`src/include/tcs_consts.vh`:
```
/*
  Constants for the timer 0 compare and shutdown register block:
  register byte addresses, field positions, reset values, codes.
  Assumes it is included by its bare name from the design files.
*/
`ifndef TCS_CONSTS_VH
`define TCS_CONSTS_VH

// Register byte addresses on the plain register port
`define TCS_ADDR_COUNT 8'h46
`define TCS_ADDR_CMP_A 8'h47
`define TCS_ADDR_CMP_B 8'h48
`define TCS_ADDR_SHUT_SEL 8'h49
`define TCS_ADDR_IRQ_MASK 8'h6e
`define TCS_ADDR_FLAGS 8'h35

// Reset value of every byte register
`define TCS_RST_BYTE 8'h00

// Implemented bits of the shutdown select register (bits 3:2 reserved)
`define TCS_SEL_MASK 8'hf3
`define TCS_SEL_T1OVF 7
`define TCS_SEL_T2OVF 6
`define TCS_SEL_PC0 5
`define TCS_SEL_EXT0 4
`define TCS_SEL_AC1 1
`define TCS_SEL_AC0 0

// Mask and flag bit positions, implemented bits
`define TCS_BIT_CMPB 2
`define TCS_BIT_CMPA 1
`define TCS_BIT_OVF 0
`define TCS_IRQ_BITS 8'h07

// Compare output mode codes
`define TCS_MODE_OFF 2'h0
`define TCS_MODE_KEEP 2'h1
`define TCS_MODE_CLR 2'h2
`define TCS_MODE_SET 2'h3

// Waveform mode fields: bit 0 marks PWM, bit 2 selects compare A as top
`define TCS_WGM_PWM_BIT 0
`define TCS_WGM_TOPA_BIT 2

// Counter limits
`define TCS_CNT_MAX 8'hff
`define TCS_CNT_BOTTOM 8'h00
`define TCS_CNT_ONE 8'h01

`endif

```
`src/tcs_cmp_chan.v`:
```
/*
  One output compare channel: active compare value, its buffer and
  the equality compare against the counter.
  Assumes the parent supplies the timer tick, the buffering mode and
  the boundary load pulse, all on clk_sys_i.
*/
`timescale 1ns/1ps
`default_nettype none
`include "tcs_consts.vh"

module tcs_cmp_chan #(
  parameter WIDTH = 8
) (
  input wire clk_sys_i,
  input wire reset_i,
  input wire write_i,
  input wire [WIDTH-1:0] wdata_i,
  input wire buffered_i,
  input wire load_i,
  input wire tick_i,
  input wire quiet_i,
  input wire [WIDTH-1:0] count_i,
  output reg [WIDTH-1:0] active_o,
  output wire [WIDTH-1:0] cpu_view_o,
  output wire match_o
);

  reg [WIDTH-1:0] buffer_r; // Value waiting for the next boundary

  // Software sees the buffer while buffering, else the live value
  assign cpu_view_o = buffered_i ? buffer_r : active_o;

  // Match only on a timer tick that is not being suppressed
  assign match_o = tick_i & ~quiet_i & (count_i == active_o);

  // Active value: direct write when unbuffered, boundary load otherwise
  always @(posedge clk_sys_i or posedge reset_i) begin
    if (reset_i) begin
      active_o <= {WIDTH{1'b0}};
      buffer_r <= {WIDTH{1'b0}};
    end else begin
      if (write_i) begin
        buffer_r <= wdata_i;
      end
      if (write_i && !buffered_i) begin
        // Normal and clear-on-match modes take effect at once
        active_o <= wdata_i;
      end else if (buffered_i && load_i) begin
        // Only at the boundary, so a pulse is never cut short
        active_o <= buffer_r;
      end
    end
  end

endmodule
`default_nettype wire

```
`src/tcs_top.v`:
```
/*
  Timer 0 counter, compare A/B registers with PWM double buffering,
  automatic waveform shutdown from peer flags, interrupt mask, flags.
  Assumes the rest of the timer (prescaler, wave generator, dead time)
  and the peer peripherals run on clk_sys_i, and that the control
  register holding the mode and shutdown enable bits sits outside.
*/
// Function
// - Select bits 7,6,5: timer1, timer2, pin-change
// - Select bits 4,1,0: ext irq0, comparators
// - Enabled channel: selected flag rise kills output
// - Disabled channel ignores every selected source
// - Any selected source triggers shutdown independently
// - Dead time: channel B polarity from its mode
// - Dead time, A3 with B3: A follows B
// - Counter write suppresses next tick's compare match
// - Skipped compare match is never produced later
// - No clock: counter holds, software access works
// - Software count write beats clear/increment/decrement
// - Compare A continuously; match feeds flag, wave
// - Compare A buffered in PWM, direct otherwise
// - Buffered value loaded only at boundary
// - Software reaches buffer when buffering, else live
// - Compare B behaves like compare A
// - Compare B request: mask bit 2, global, flag
// - Compare A request: mask bit 1, global, flag
// - Overflow request: mask bit 0, global, flag
// - Shutdown clears affected channel's output mode bits
// - Flags clear on service or write-one
`timescale 1ns/1ps
`default_nettype none
`include "tcs_consts.vh"

module tcs_top #(
  parameter WIDTH = 8
) (
  input wire clk_sys_i,
  input wire reset_i,
  // Register port
  input wire [7:0] addr_i,
  input wire [7:0] wdata_i,
  input wire wr_i,
  input wire rd_i,
  output reg [7:0] rdata_o,
  // Timer core links
  input wire timer_tick_i,
  input wire [2:0] wave_mode_i,
  input wire count_clear_i,
  input wire count_inc_i,
  input wire count_dec_i,
  input wire overflow_event_i,
  input wire [1:0] output_mode_a_i,
  input wire [1:0] output_mode_b_i,
  input wire shutdown_enable_a_i,
  input wire shutdown_enable_b_i,
  input wire dead_time_enable_i,
  input wire wave_a_raw_i,
  input wire wave_b_raw_i,
  // Interrupt links
  input wire global_irq_enable_i,
  input wire ack_overflow_i,
  input wire ack_compare_a_i,
  input wire ack_compare_b_i,
  // Peer peripheral flags
  input wire timer1_overflow_flag_i,
  input wire timer2_overflow_flag_i,
  input wire pin_change0_flag_i,
  input wire ext_irq0_flag_i,
  input wire comparator1_flag_i,
  input wire comparator0_flag_i,
  // Results
  output reg [WIDTH-1:0] timer_count_value_o,
  output wire [WIDTH-1:0] compare_value_a_o,
  output wire [WIDTH-1:0] compare_value_b_o,
  output reg match_a_o,
  output reg match_b_o,
  output reg compare_a_flag_o,
  output reg compare_b_flag_o,
  output reg overflow_flag_o,
  output reg irq_req_overflow_o,
  output reg irq_req_compare_a_o,
  output reg irq_req_compare_b_o,
  output reg clear_mode_a_o,
  output reg clear_mode_b_o,
  output reg compare_wave_a_o,
  output reg compare_wave_a_en_o,
  output reg compare_wave_b_o,
  output reg compare_wave_b_en_o
);

  // Address decode strobes
  wire wr_count = wr_i && (addr_i == `TCS_ADDR_COUNT);
  wire wr_cmp_a = wr_i && (addr_i == `TCS_ADDR_CMP_A);
  wire wr_cmp_b = wr_i && (addr_i == `TCS_ADDR_CMP_B);
  wire wr_sel = wr_i && (addr_i == `TCS_ADDR_SHUT_SEL);
  wire wr_mask = wr_i && (addr_i == `TCS_ADDR_IRQ_MASK);
  wire wr_flags = wr_i && (addr_i == `TCS_ADDR_FLAGS);

  reg [7:0] shutdown_source_select_r; // Shutdown source enables
  reg [7:0] irq_mask_r; // Interrupt mask bits
  reg quiet_r; // Compare suppression after a count write
  reg [7:0] src_prev_r; // Peer flags one clock earlier
  reg [WIDTH-1:0] count_nxt; // Next counter value
  reg [7:0] rdata_nxt; // Next read data

  // PWM modes buffer the compare values
  wire pwm_mode = wave_mode_i[`TCS_WGM_PWM_BIT];

  // Channel outputs
  wire [WIDTH-1:0] view_a;
  wire [WIDTH-1:0] view_b;
  wire match_a;
  wire match_b;

  // Top of count: compare A in the modes that use it, else all ones
  wire [WIDTH-1:0] top_value = wave_mode_i[`TCS_WGM_TOPA_BIT] ?
    compare_value_a_o : {WIDTH{1'b1}};

  // Boundary pulse for the buffered compare values
  wire load_pulse = timer_tick_i && (timer_count_value_o == top_value);

  // Compare channel A
  tcs_cmp_chan #(
    .WIDTH(WIDTH)
  ) u_chan_a (
    .clk_sys_i(clk_sys_i),
    .reset_i(reset_i),
    .write_i(wr_cmp_a),
    .wdata_i(wdata_i[WIDTH-1:0]),
    .buffered_i(pwm_mode),
    .load_i(load_pulse),
    .tick_i(timer_tick_i),
    .quiet_i(quiet_r),
    .count_i(timer_count_value_o),
    .active_o(compare_value_a_o),
    .cpu_view_o(view_a),
    .match_o(match_a)
  );

  // Compare channel B, same structure as A
  tcs_cmp_chan #(
    .WIDTH(WIDTH)
  ) u_chan_b (
    .clk_sys_i(clk_sys_i),
    .reset_i(reset_i),
    .write_i(wr_cmp_b),
    .wdata_i(wdata_i[WIDTH-1:0]),
    .buffered_i(pwm_mode),
    .load_i(load_pulse),
    .tick_i(timer_tick_i),
    .quiet_i(quiet_r),
    .count_i(timer_count_value_o),
    .active_o(compare_value_b_o),
    .cpu_view_o(view_b),
    .match_o(match_b)
  );

  // Peer flags gathered at their select bit positions
  wire [7:0] src_now = {
    timer1_overflow_flag_i,
    timer2_overflow_flag_i,
    pin_change0_flag_i,
    ext_irq0_flag_i,
    2'b00,
    comparator1_flag_i,
    comparator0_flag_i
  };

  // Rising edge of each selected source, each on its own
  wire [7:0] src_rise = src_now & ~src_prev_r &
    shutdown_source_select_r;

  // Any single rise is enough to shut down
  wire shut_event = |src_rise;

  // Flag set and clear terms
  wire set_ovf = timer_tick_i && overflow_event_i;
  wire clr_ovf = ack_overflow_i ||
    (wr_flags && wdata_i[`TCS_BIT_OVF]);
  wire clr_cmpa = ack_compare_a_i ||
    (wr_flags && wdata_i[`TCS_BIT_CMPA]);
  wire clr_cmpb = ack_compare_b_i ||
    (wr_flags && wdata_i[`TCS_BIT_CMPB]);

  // Counter next value; a software write takes priority
  always @* begin
    count_nxt = timer_count_value_o;
    if (wr_count) begin
      count_nxt = wdata_i[WIDTH-1:0];
    end else if (timer_tick_i) begin
      if (count_clear_i) begin
        count_nxt = {WIDTH{1'b0}};
      end else if (count_inc_i) begin
        count_nxt = timer_count_value_o + {{(WIDTH-1){1'b0}}, 1'b1};
      end else if (count_dec_i) begin
        count_nxt = timer_count_value_o - {{(WIDTH-1){1'b0}}, 1'b1};
      end
    end else begin
      // No tick, no clock source: value simply holds
      count_nxt = timer_count_value_o;
    end
  end

  // Counter register and compare suppression
  always @(posedge clk_sys_i or posedge reset_i) begin
    if (reset_i) begin
      timer_count_value_o <= {WIDTH{1'b0}};
      quiet_r <= 1'b0;
    end else begin
      timer_count_value_o <= count_nxt;
      if (wr_count) begin
        // Holds even while stopped until the next tick arrives
        quiet_r <= 1'b1;
      end else if (timer_tick_i) begin
        quiet_r <= 1'b0;
      end
    end
  end

  // Registered compare matches; equality only, so a value jumped
  // over by a write is never matched after the fact
  always @(posedge clk_sys_i or posedge reset_i) begin
    if (reset_i) begin
      match_a_o <= 1'b0;
      match_b_o <= 1'b0;
    end else begin
      match_a_o <= match_a;
      match_b_o <= match_b;
    end
  end

  // Software control registers
  always @(posedge clk_sys_i or posedge reset_i) begin
    if (reset_i) begin
      shutdown_source_select_r <= `TCS_RST_BYTE;
      irq_mask_r <= `TCS_RST_BYTE;
    end else begin
      if (wr_sel) begin
        // Reserved bits 3:2 never store
        shutdown_source_select_r <= wdata_i & `TCS_SEL_MASK;
      end
      if (wr_mask) begin
        irq_mask_r <= wdata_i & `TCS_IRQ_BITS;
      end
    end
  end

  // Flags: a set in the same cycle as a clear wins
  always @(posedge clk_sys_i or posedge reset_i) begin
    if (reset_i) begin
      overflow_flag_o <= 1'b0;
      compare_a_flag_o <= 1'b0;
      compare_b_flag_o <= 1'b0;
    end else begin
      if (set_ovf) begin
        overflow_flag_o <= 1'b1;
      end else if (clr_ovf) begin
        overflow_flag_o <= 1'b0;
      end
      if (match_a) begin
        compare_a_flag_o <= 1'b1;
      end else if (clr_cmpa) begin
        compare_a_flag_o <= 1'b0;
      end
      if (match_b) begin
        compare_b_flag_o <= 1'b1;
      end else if (clr_cmpb) begin
        compare_b_flag_o <= 1'b0;
      end
    end
  end

  // Interrupt requests follow flag, mask and global enable
  always @(posedge clk_sys_i or posedge reset_i) begin
    if (reset_i) begin
      irq_req_overflow_o <= 1'b0;
      irq_req_compare_a_o <= 1'b0;
      irq_req_compare_b_o <= 1'b0;
    end else begin
      irq_req_compare_b_o <= irq_mask_r[`TCS_BIT_CMPB] &&
        global_irq_enable_i && compare_b_flag_o;
      irq_req_compare_a_o <= irq_mask_r[`TCS_BIT_CMPA] &&
        global_irq_enable_i && compare_a_flag_o;
      irq_req_overflow_o <= irq_mask_r[`TCS_BIT_OVF] &&
        global_irq_enable_i && overflow_flag_o;
    end
  end

  // Shutdown edge memory and mode clear pulses
  always @(posedge clk_sys_i or posedge reset_i) begin
    if (reset_i) begin
      src_prev_r <= 8'h00;
      clear_mode_a_o <= 1'b0;
      clear_mode_b_o <= 1'b0;
    end else begin
      src_prev_r <= src_now;
      // Disabled channel never reacts, whatever is selected
      clear_mode_a_o <= shut_event && shutdown_enable_a_i;
      clear_mode_b_o <= shut_event && shutdown_enable_b_i;
    end
  end

  // Output waveforms; A takes B's waveform, inverted when A's clear/set mode differs from B's, when dead time is on
  always @(posedge clk_sys_i or posedge reset_i) begin
    if (reset_i) begin
      compare_wave_a_o <= 1'b0;
      compare_wave_a_en_o <= 1'b0;
      compare_wave_b_o <= 1'b0;
      compare_wave_b_en_o <= 1'b0;
    end else begin
      // B is governed by its own mode alone, dead time or not
      compare_wave_b_o <= wave_b_raw_i;
      // Gate at once on a shutdown so no edge slips out
      compare_wave_b_en_o <= (output_mode_b_i != `TCS_MODE_OFF) &&
        !(shut_event && shutdown_enable_b_i);
      if (!dead_time_enable_i) begin
        compare_wave_a_o <= wave_a_raw_i;
        compare_wave_a_en_o <= (output_mode_a_i != `TCS_MODE_OFF) &&
          !(shut_event && shutdown_enable_a_i);
      end else begin
        // Equal A and B codes give same polarity, unequal opposite
        case (output_mode_a_i)
          `TCS_MODE_CLR, `TCS_MODE_SET: begin
            compare_wave_a_o <= (output_mode_a_i == output_mode_b_i) ?
              wave_b_raw_i : ~wave_b_raw_i;
          end
          default: begin
            // Off and the unused code leave the pin to the port
            compare_wave_a_o <= wave_b_raw_i;
          end
        endcase
        compare_wave_a_en_o <= output_mode_a_i[1] &&
          !(shut_event && shutdown_enable_a_i);
      end
    end
  end

  // Read data mux; unmapped addresses and idle cycles read zero
  always @* begin
    rdata_nxt = 8'h00;
    if (rd_i) begin
      case (addr_i)
        `TCS_ADDR_COUNT: begin
          rdata_nxt = timer_count_value_o;
        end
        `TCS_ADDR_CMP_A: begin
          rdata_nxt = view_a;
        end
        `TCS_ADDR_CMP_B: begin
          rdata_nxt = view_b;
        end
        `TCS_ADDR_SHUT_SEL: begin
          rdata_nxt = shutdown_source_select_r;
        end
        `TCS_ADDR_IRQ_MASK: begin
          rdata_nxt = irq_mask_r;
        end
        `TCS_ADDR_FLAGS: begin
          rdata_nxt = {5'h00, compare_b_flag_o, compare_a_flag_o,
            overflow_flag_o};
        end
        default: begin
          rdata_nxt = 8'h00;
        end
      endcase
    end
  end

  // Read data stands the cycle after the strobe only
  always @(posedge clk_sys_i or posedge reset_i) begin
    if (reset_i) begin
      rdata_o <= 8'h00;
    end else begin
      rdata_o <= rdata_nxt;
    end
  end

endmodule
`default_nettype wire

```
`config.mk`:
```
export PLATFORM = sky130hd
export DESIGN_NAME = tcs_top
export DESIGN_NICKNAME = d
export VERILOG_FILES = /design/src/tcs_cmp_chan.v /design/src/tcs_top.v
export VERILOG_INCLUDE_DIRS = /design/src /design/src/include
export SDC_FILE = /design/constraint.sdc
export NUM_CORES = 1
export LEC_CHECK = 0
export BUFFER_PORTS_ARGS = -buffer_cell sky130_fd_sc_hd__buf_2
export CORE_UTILIZATION = 30
export DETAILED_ROUTE_END_ITERATION = 16
export SLEW_MARGIN = 10
export SYNTH_ARGS = -nofsm -noshare
export SYNTH_HDL_FRONTEND = slang
export SYNTH_SLANG_ARGS = --single-unit
```
`constraint.sdc`:
```
create_clock -name clk_sys_i -period 4 [get_ports clk_sys_i]
set_input_delay 0.2 -clock clk_sys_i [delete_from_list [all_inputs] [get_ports clk_sys_i]]
set_output_delay 0.2 -clock clk_sys_i [all_outputs]
set_load 0.01 [all_outputs]
```
==> impl_metrics.json <==
{
  "maxSlewViolCount": 0,
  "tightest_slew_ps": 1270,
  "finalNetCount": 526,
  "rr_startpoint": "timer_count_value_o[4]",
  "finClkSkew_ps": 9.22,
  "syn_avg_cell_area_um2": 10.9,
  "fp.dieW_um": 118,
  "avgViaCountPerCell": 5.06,
  "dr_total_vias": 3306,
  "synth-edff-count": 0,
  "yosysTopAreaCellShare_pct": 48.3,
  "synth_seq_area_share_pct": 48.3,
  "hpwl_mm": 8.26,
  "dr.pass1.iters": 5,
  "die_h_um": 118,
  "critPathKind": "flip-flop to flip-flop",
  "die_area_um2": 13900,
  "timing.max_cap.violations": 0,
  "ys_async_sr_fraction_pct": 100,
  "dp_cells": 630,
  "outcome": "finished clean",
  "final_cell_mix": "buf_2 (91), dfrtp_1 (78), nand2_1 (28)",
  "crit_path_end_kind": "flip-flop",
  "rsz0062_at_grt": "no",
  "post_cts_buffers": 0,
  "p_leak_nw": 2.47,
  "grt_max_degree": 79,
  "path_max_fanout": 9,
  "grt_pass1_vias": 3368,
  "worstHoldPathCells": 2,
  "synthCells": 372,
  "hp-start": "dead_time_enable_i",
  "rrSetupSlack_ps": 880,
  "clock-sinks": 78,
  "wirelength_mm": 11.3,
  "period_minus_slack_ps": 3120,
  "drc_errors": 0,
  "detail-route-antenna-nets": 0,
  "hold-path-endpoint": "compare_wave_a_o",
  "hold_violations": 0,
  "hold_ws_ps": 55.0,
  "clock.fmax_ghz": 0.320,
  "final_cells": 653,
  "syn-num-nets": 426,
  "synth_area_leaders": "dfrtp_1 (48%), mux2_2 (7.5%), mux2i_1 (5.2%)",
  "io_buffers": 91,
  "numCtsBuffers": 9,
  "final_cell_area_um2": 5040,
  "finalSetupViolCount": 0,
  "ys_seq_elements": 78,
  "nFillCells": 1306,
  "fin_ws_ps": 876,
  "timing.rr.end": "u_chan_a.active_o[1]",
  "fin_crit_sh_pct": 78.1,
  "grt_usage_pct": 17.1,
  "start_util_pct": 30.6,
  "htreeDepth": 3,
  "detail_route.iter0.violations": 183,
  "synth_cell_types": 53,
  "worst_setup_path_start_kind": "flip-flop",
  "cts_tree": "done",
  "antenna_found_initial": 1,
  "rows": 42,
  "utilization_pct": 38.2,
  "synth_warnings": 0,
  "synth_flop_cell": "dfrtp_1",
  "coreArea_um2": 13200,
  "total_power_mw": 2.19,
  "ios": 93,
  "pwr_density_cell_nw_per_um2": 435,
  "ir_drop_v": 0.000190,
  "worstPathArrival_ps": 3310,
  "setup_tns_ps": 0,
  "maxSlewHeadroom_pct": 14.5,
  "path_clk_slew_ps": 60,
  "synthesis.area_um2": 4040,
  "min_path_type": "primary input to flip-flop",
  "dpl_cell_area_um2": 4670,
  "grt_pass1_wl_mm": 18.1,
  "drive_gt1_share_pct": 31.1,
  "cts_buffer_depth": 2,
  "final_common_cell": "buf_2",
  "gp_congestion": 0.788,
  "wl_per_cell_um": 17.4,
  "critPathRequiredTime_ps": 4190,
  "clockRootBuffer": "clkbuf_16",
  "yosysTopAreaCell": "dfrtp_1",
  "dp_slack_ps": 920,
  "rr_worst_depth": 7,
  "clk_latency_ps": 340,
  "area_growth_pct": 24.7,
  "grt.overflow.total": 0
}
kinds of logic after synthesis:
logic type	Yosys count	share of synthesized area (%)
mux	48	12.7
simple gates	109	14.7
buf+inv	30	3.50
compound gates	83	14.7
fa+ha+maj	7	2.35
flops	78	48.3
xor+xnor	17	3.69
cells in the mapped netlist, types with 9 or more instances:
cell      n
a21oi_1  18
a22oi_1  12
and3_1   11
dfrtp_1  78
inv_1    17
mux2_2   27
mux2i_1  21
nand2_1  28
nand3_1  10
nor2_1   18
o21ai_0   9
xor2_1   11
per-layer routing:
metal  GRT usage, %  part of all wire (%)  vias up
met5              0                     0        -
met4           6.89                   2.7        0
met3           5.09                   6.2       27
met2           27.0                    46      113
met1           21.8                    46     1604
li1               -                     -     1562
critical path, cell delays in order (launching register included):
cell,delay [ps]
dfrtp_1,500
nor2b_1,190
a2111o_1,410
or4_4,440
a2111oi_4,800
buf_4,340
mux2i_1,200
a21oi_1,80
how the worst max path moves through the flow:
stage / end / cells past startpoint / slack [ps] / start
after floorplan: u_chan_b.active_o[0] / 7 / 1390 / timer_count_value_o[4]
after global placement: u_chan_a.active_o[2] / 7 / 950 / timer_count_value_o[4]
after detailed placement: u_chan_a.active_o[1] / 7 / 920 / timer_count_value_o[4]
after CTS: u_chan_a.active_o[1] / 7 / 900 / timer_count_value_o[4]
after global routing: u_chan_a.active_o[5] / 7 / 760 / timer_count_value_o[4]
final: u_chan_a.active_o[1] / 7 / 880 / timer_count_value_o[4]
sequential cells by signal, indices dropped and copies added (netlist names), 3 cells and up:
signal and flops:
src_prev_r 6, rdata_o 8, irq_mask_r 3, u_chan_a.active_o 8, u_chan_b.active_o 8, timer_count_value_o 8
shutdown_source_select_r 6, u_chan_b.buffer_r 8, u_chan_a.buffer_r 8
cell type report:
class                           count  area (um2)  share of cell area (%)
Multi-Input combinational cell    264        1950                    38.8
Antenna cell                        1        2.50                  0.0497
Sequential cell                    78        1950                    38.7
Tap cell                          176         220                    4.37
Clock buffer                        9         225                    4.47
Inverter                           17        63.8                    1.27
Timing Repair Buffer              102         556                    11.0
Clock inverter                      6        63.8                    1.27
what timing repair did:
item	in CTS	in global routing
gates resized for setup	0	0
hold buffers	7	0
endpoints found under the hold margin	7	0
report_power, final:
| part | total, mW | switching (mW) | internal, mW |
|---|---|---|---|
| sequential | 0.946 | 0.0937 | 0.853 |
| clock | 0.805 | 0.327 | 0.478 |
| combinational | 0.442 | 0.234 | 0.208 |
Note: power is estimated with default switching activity, not from simulation.
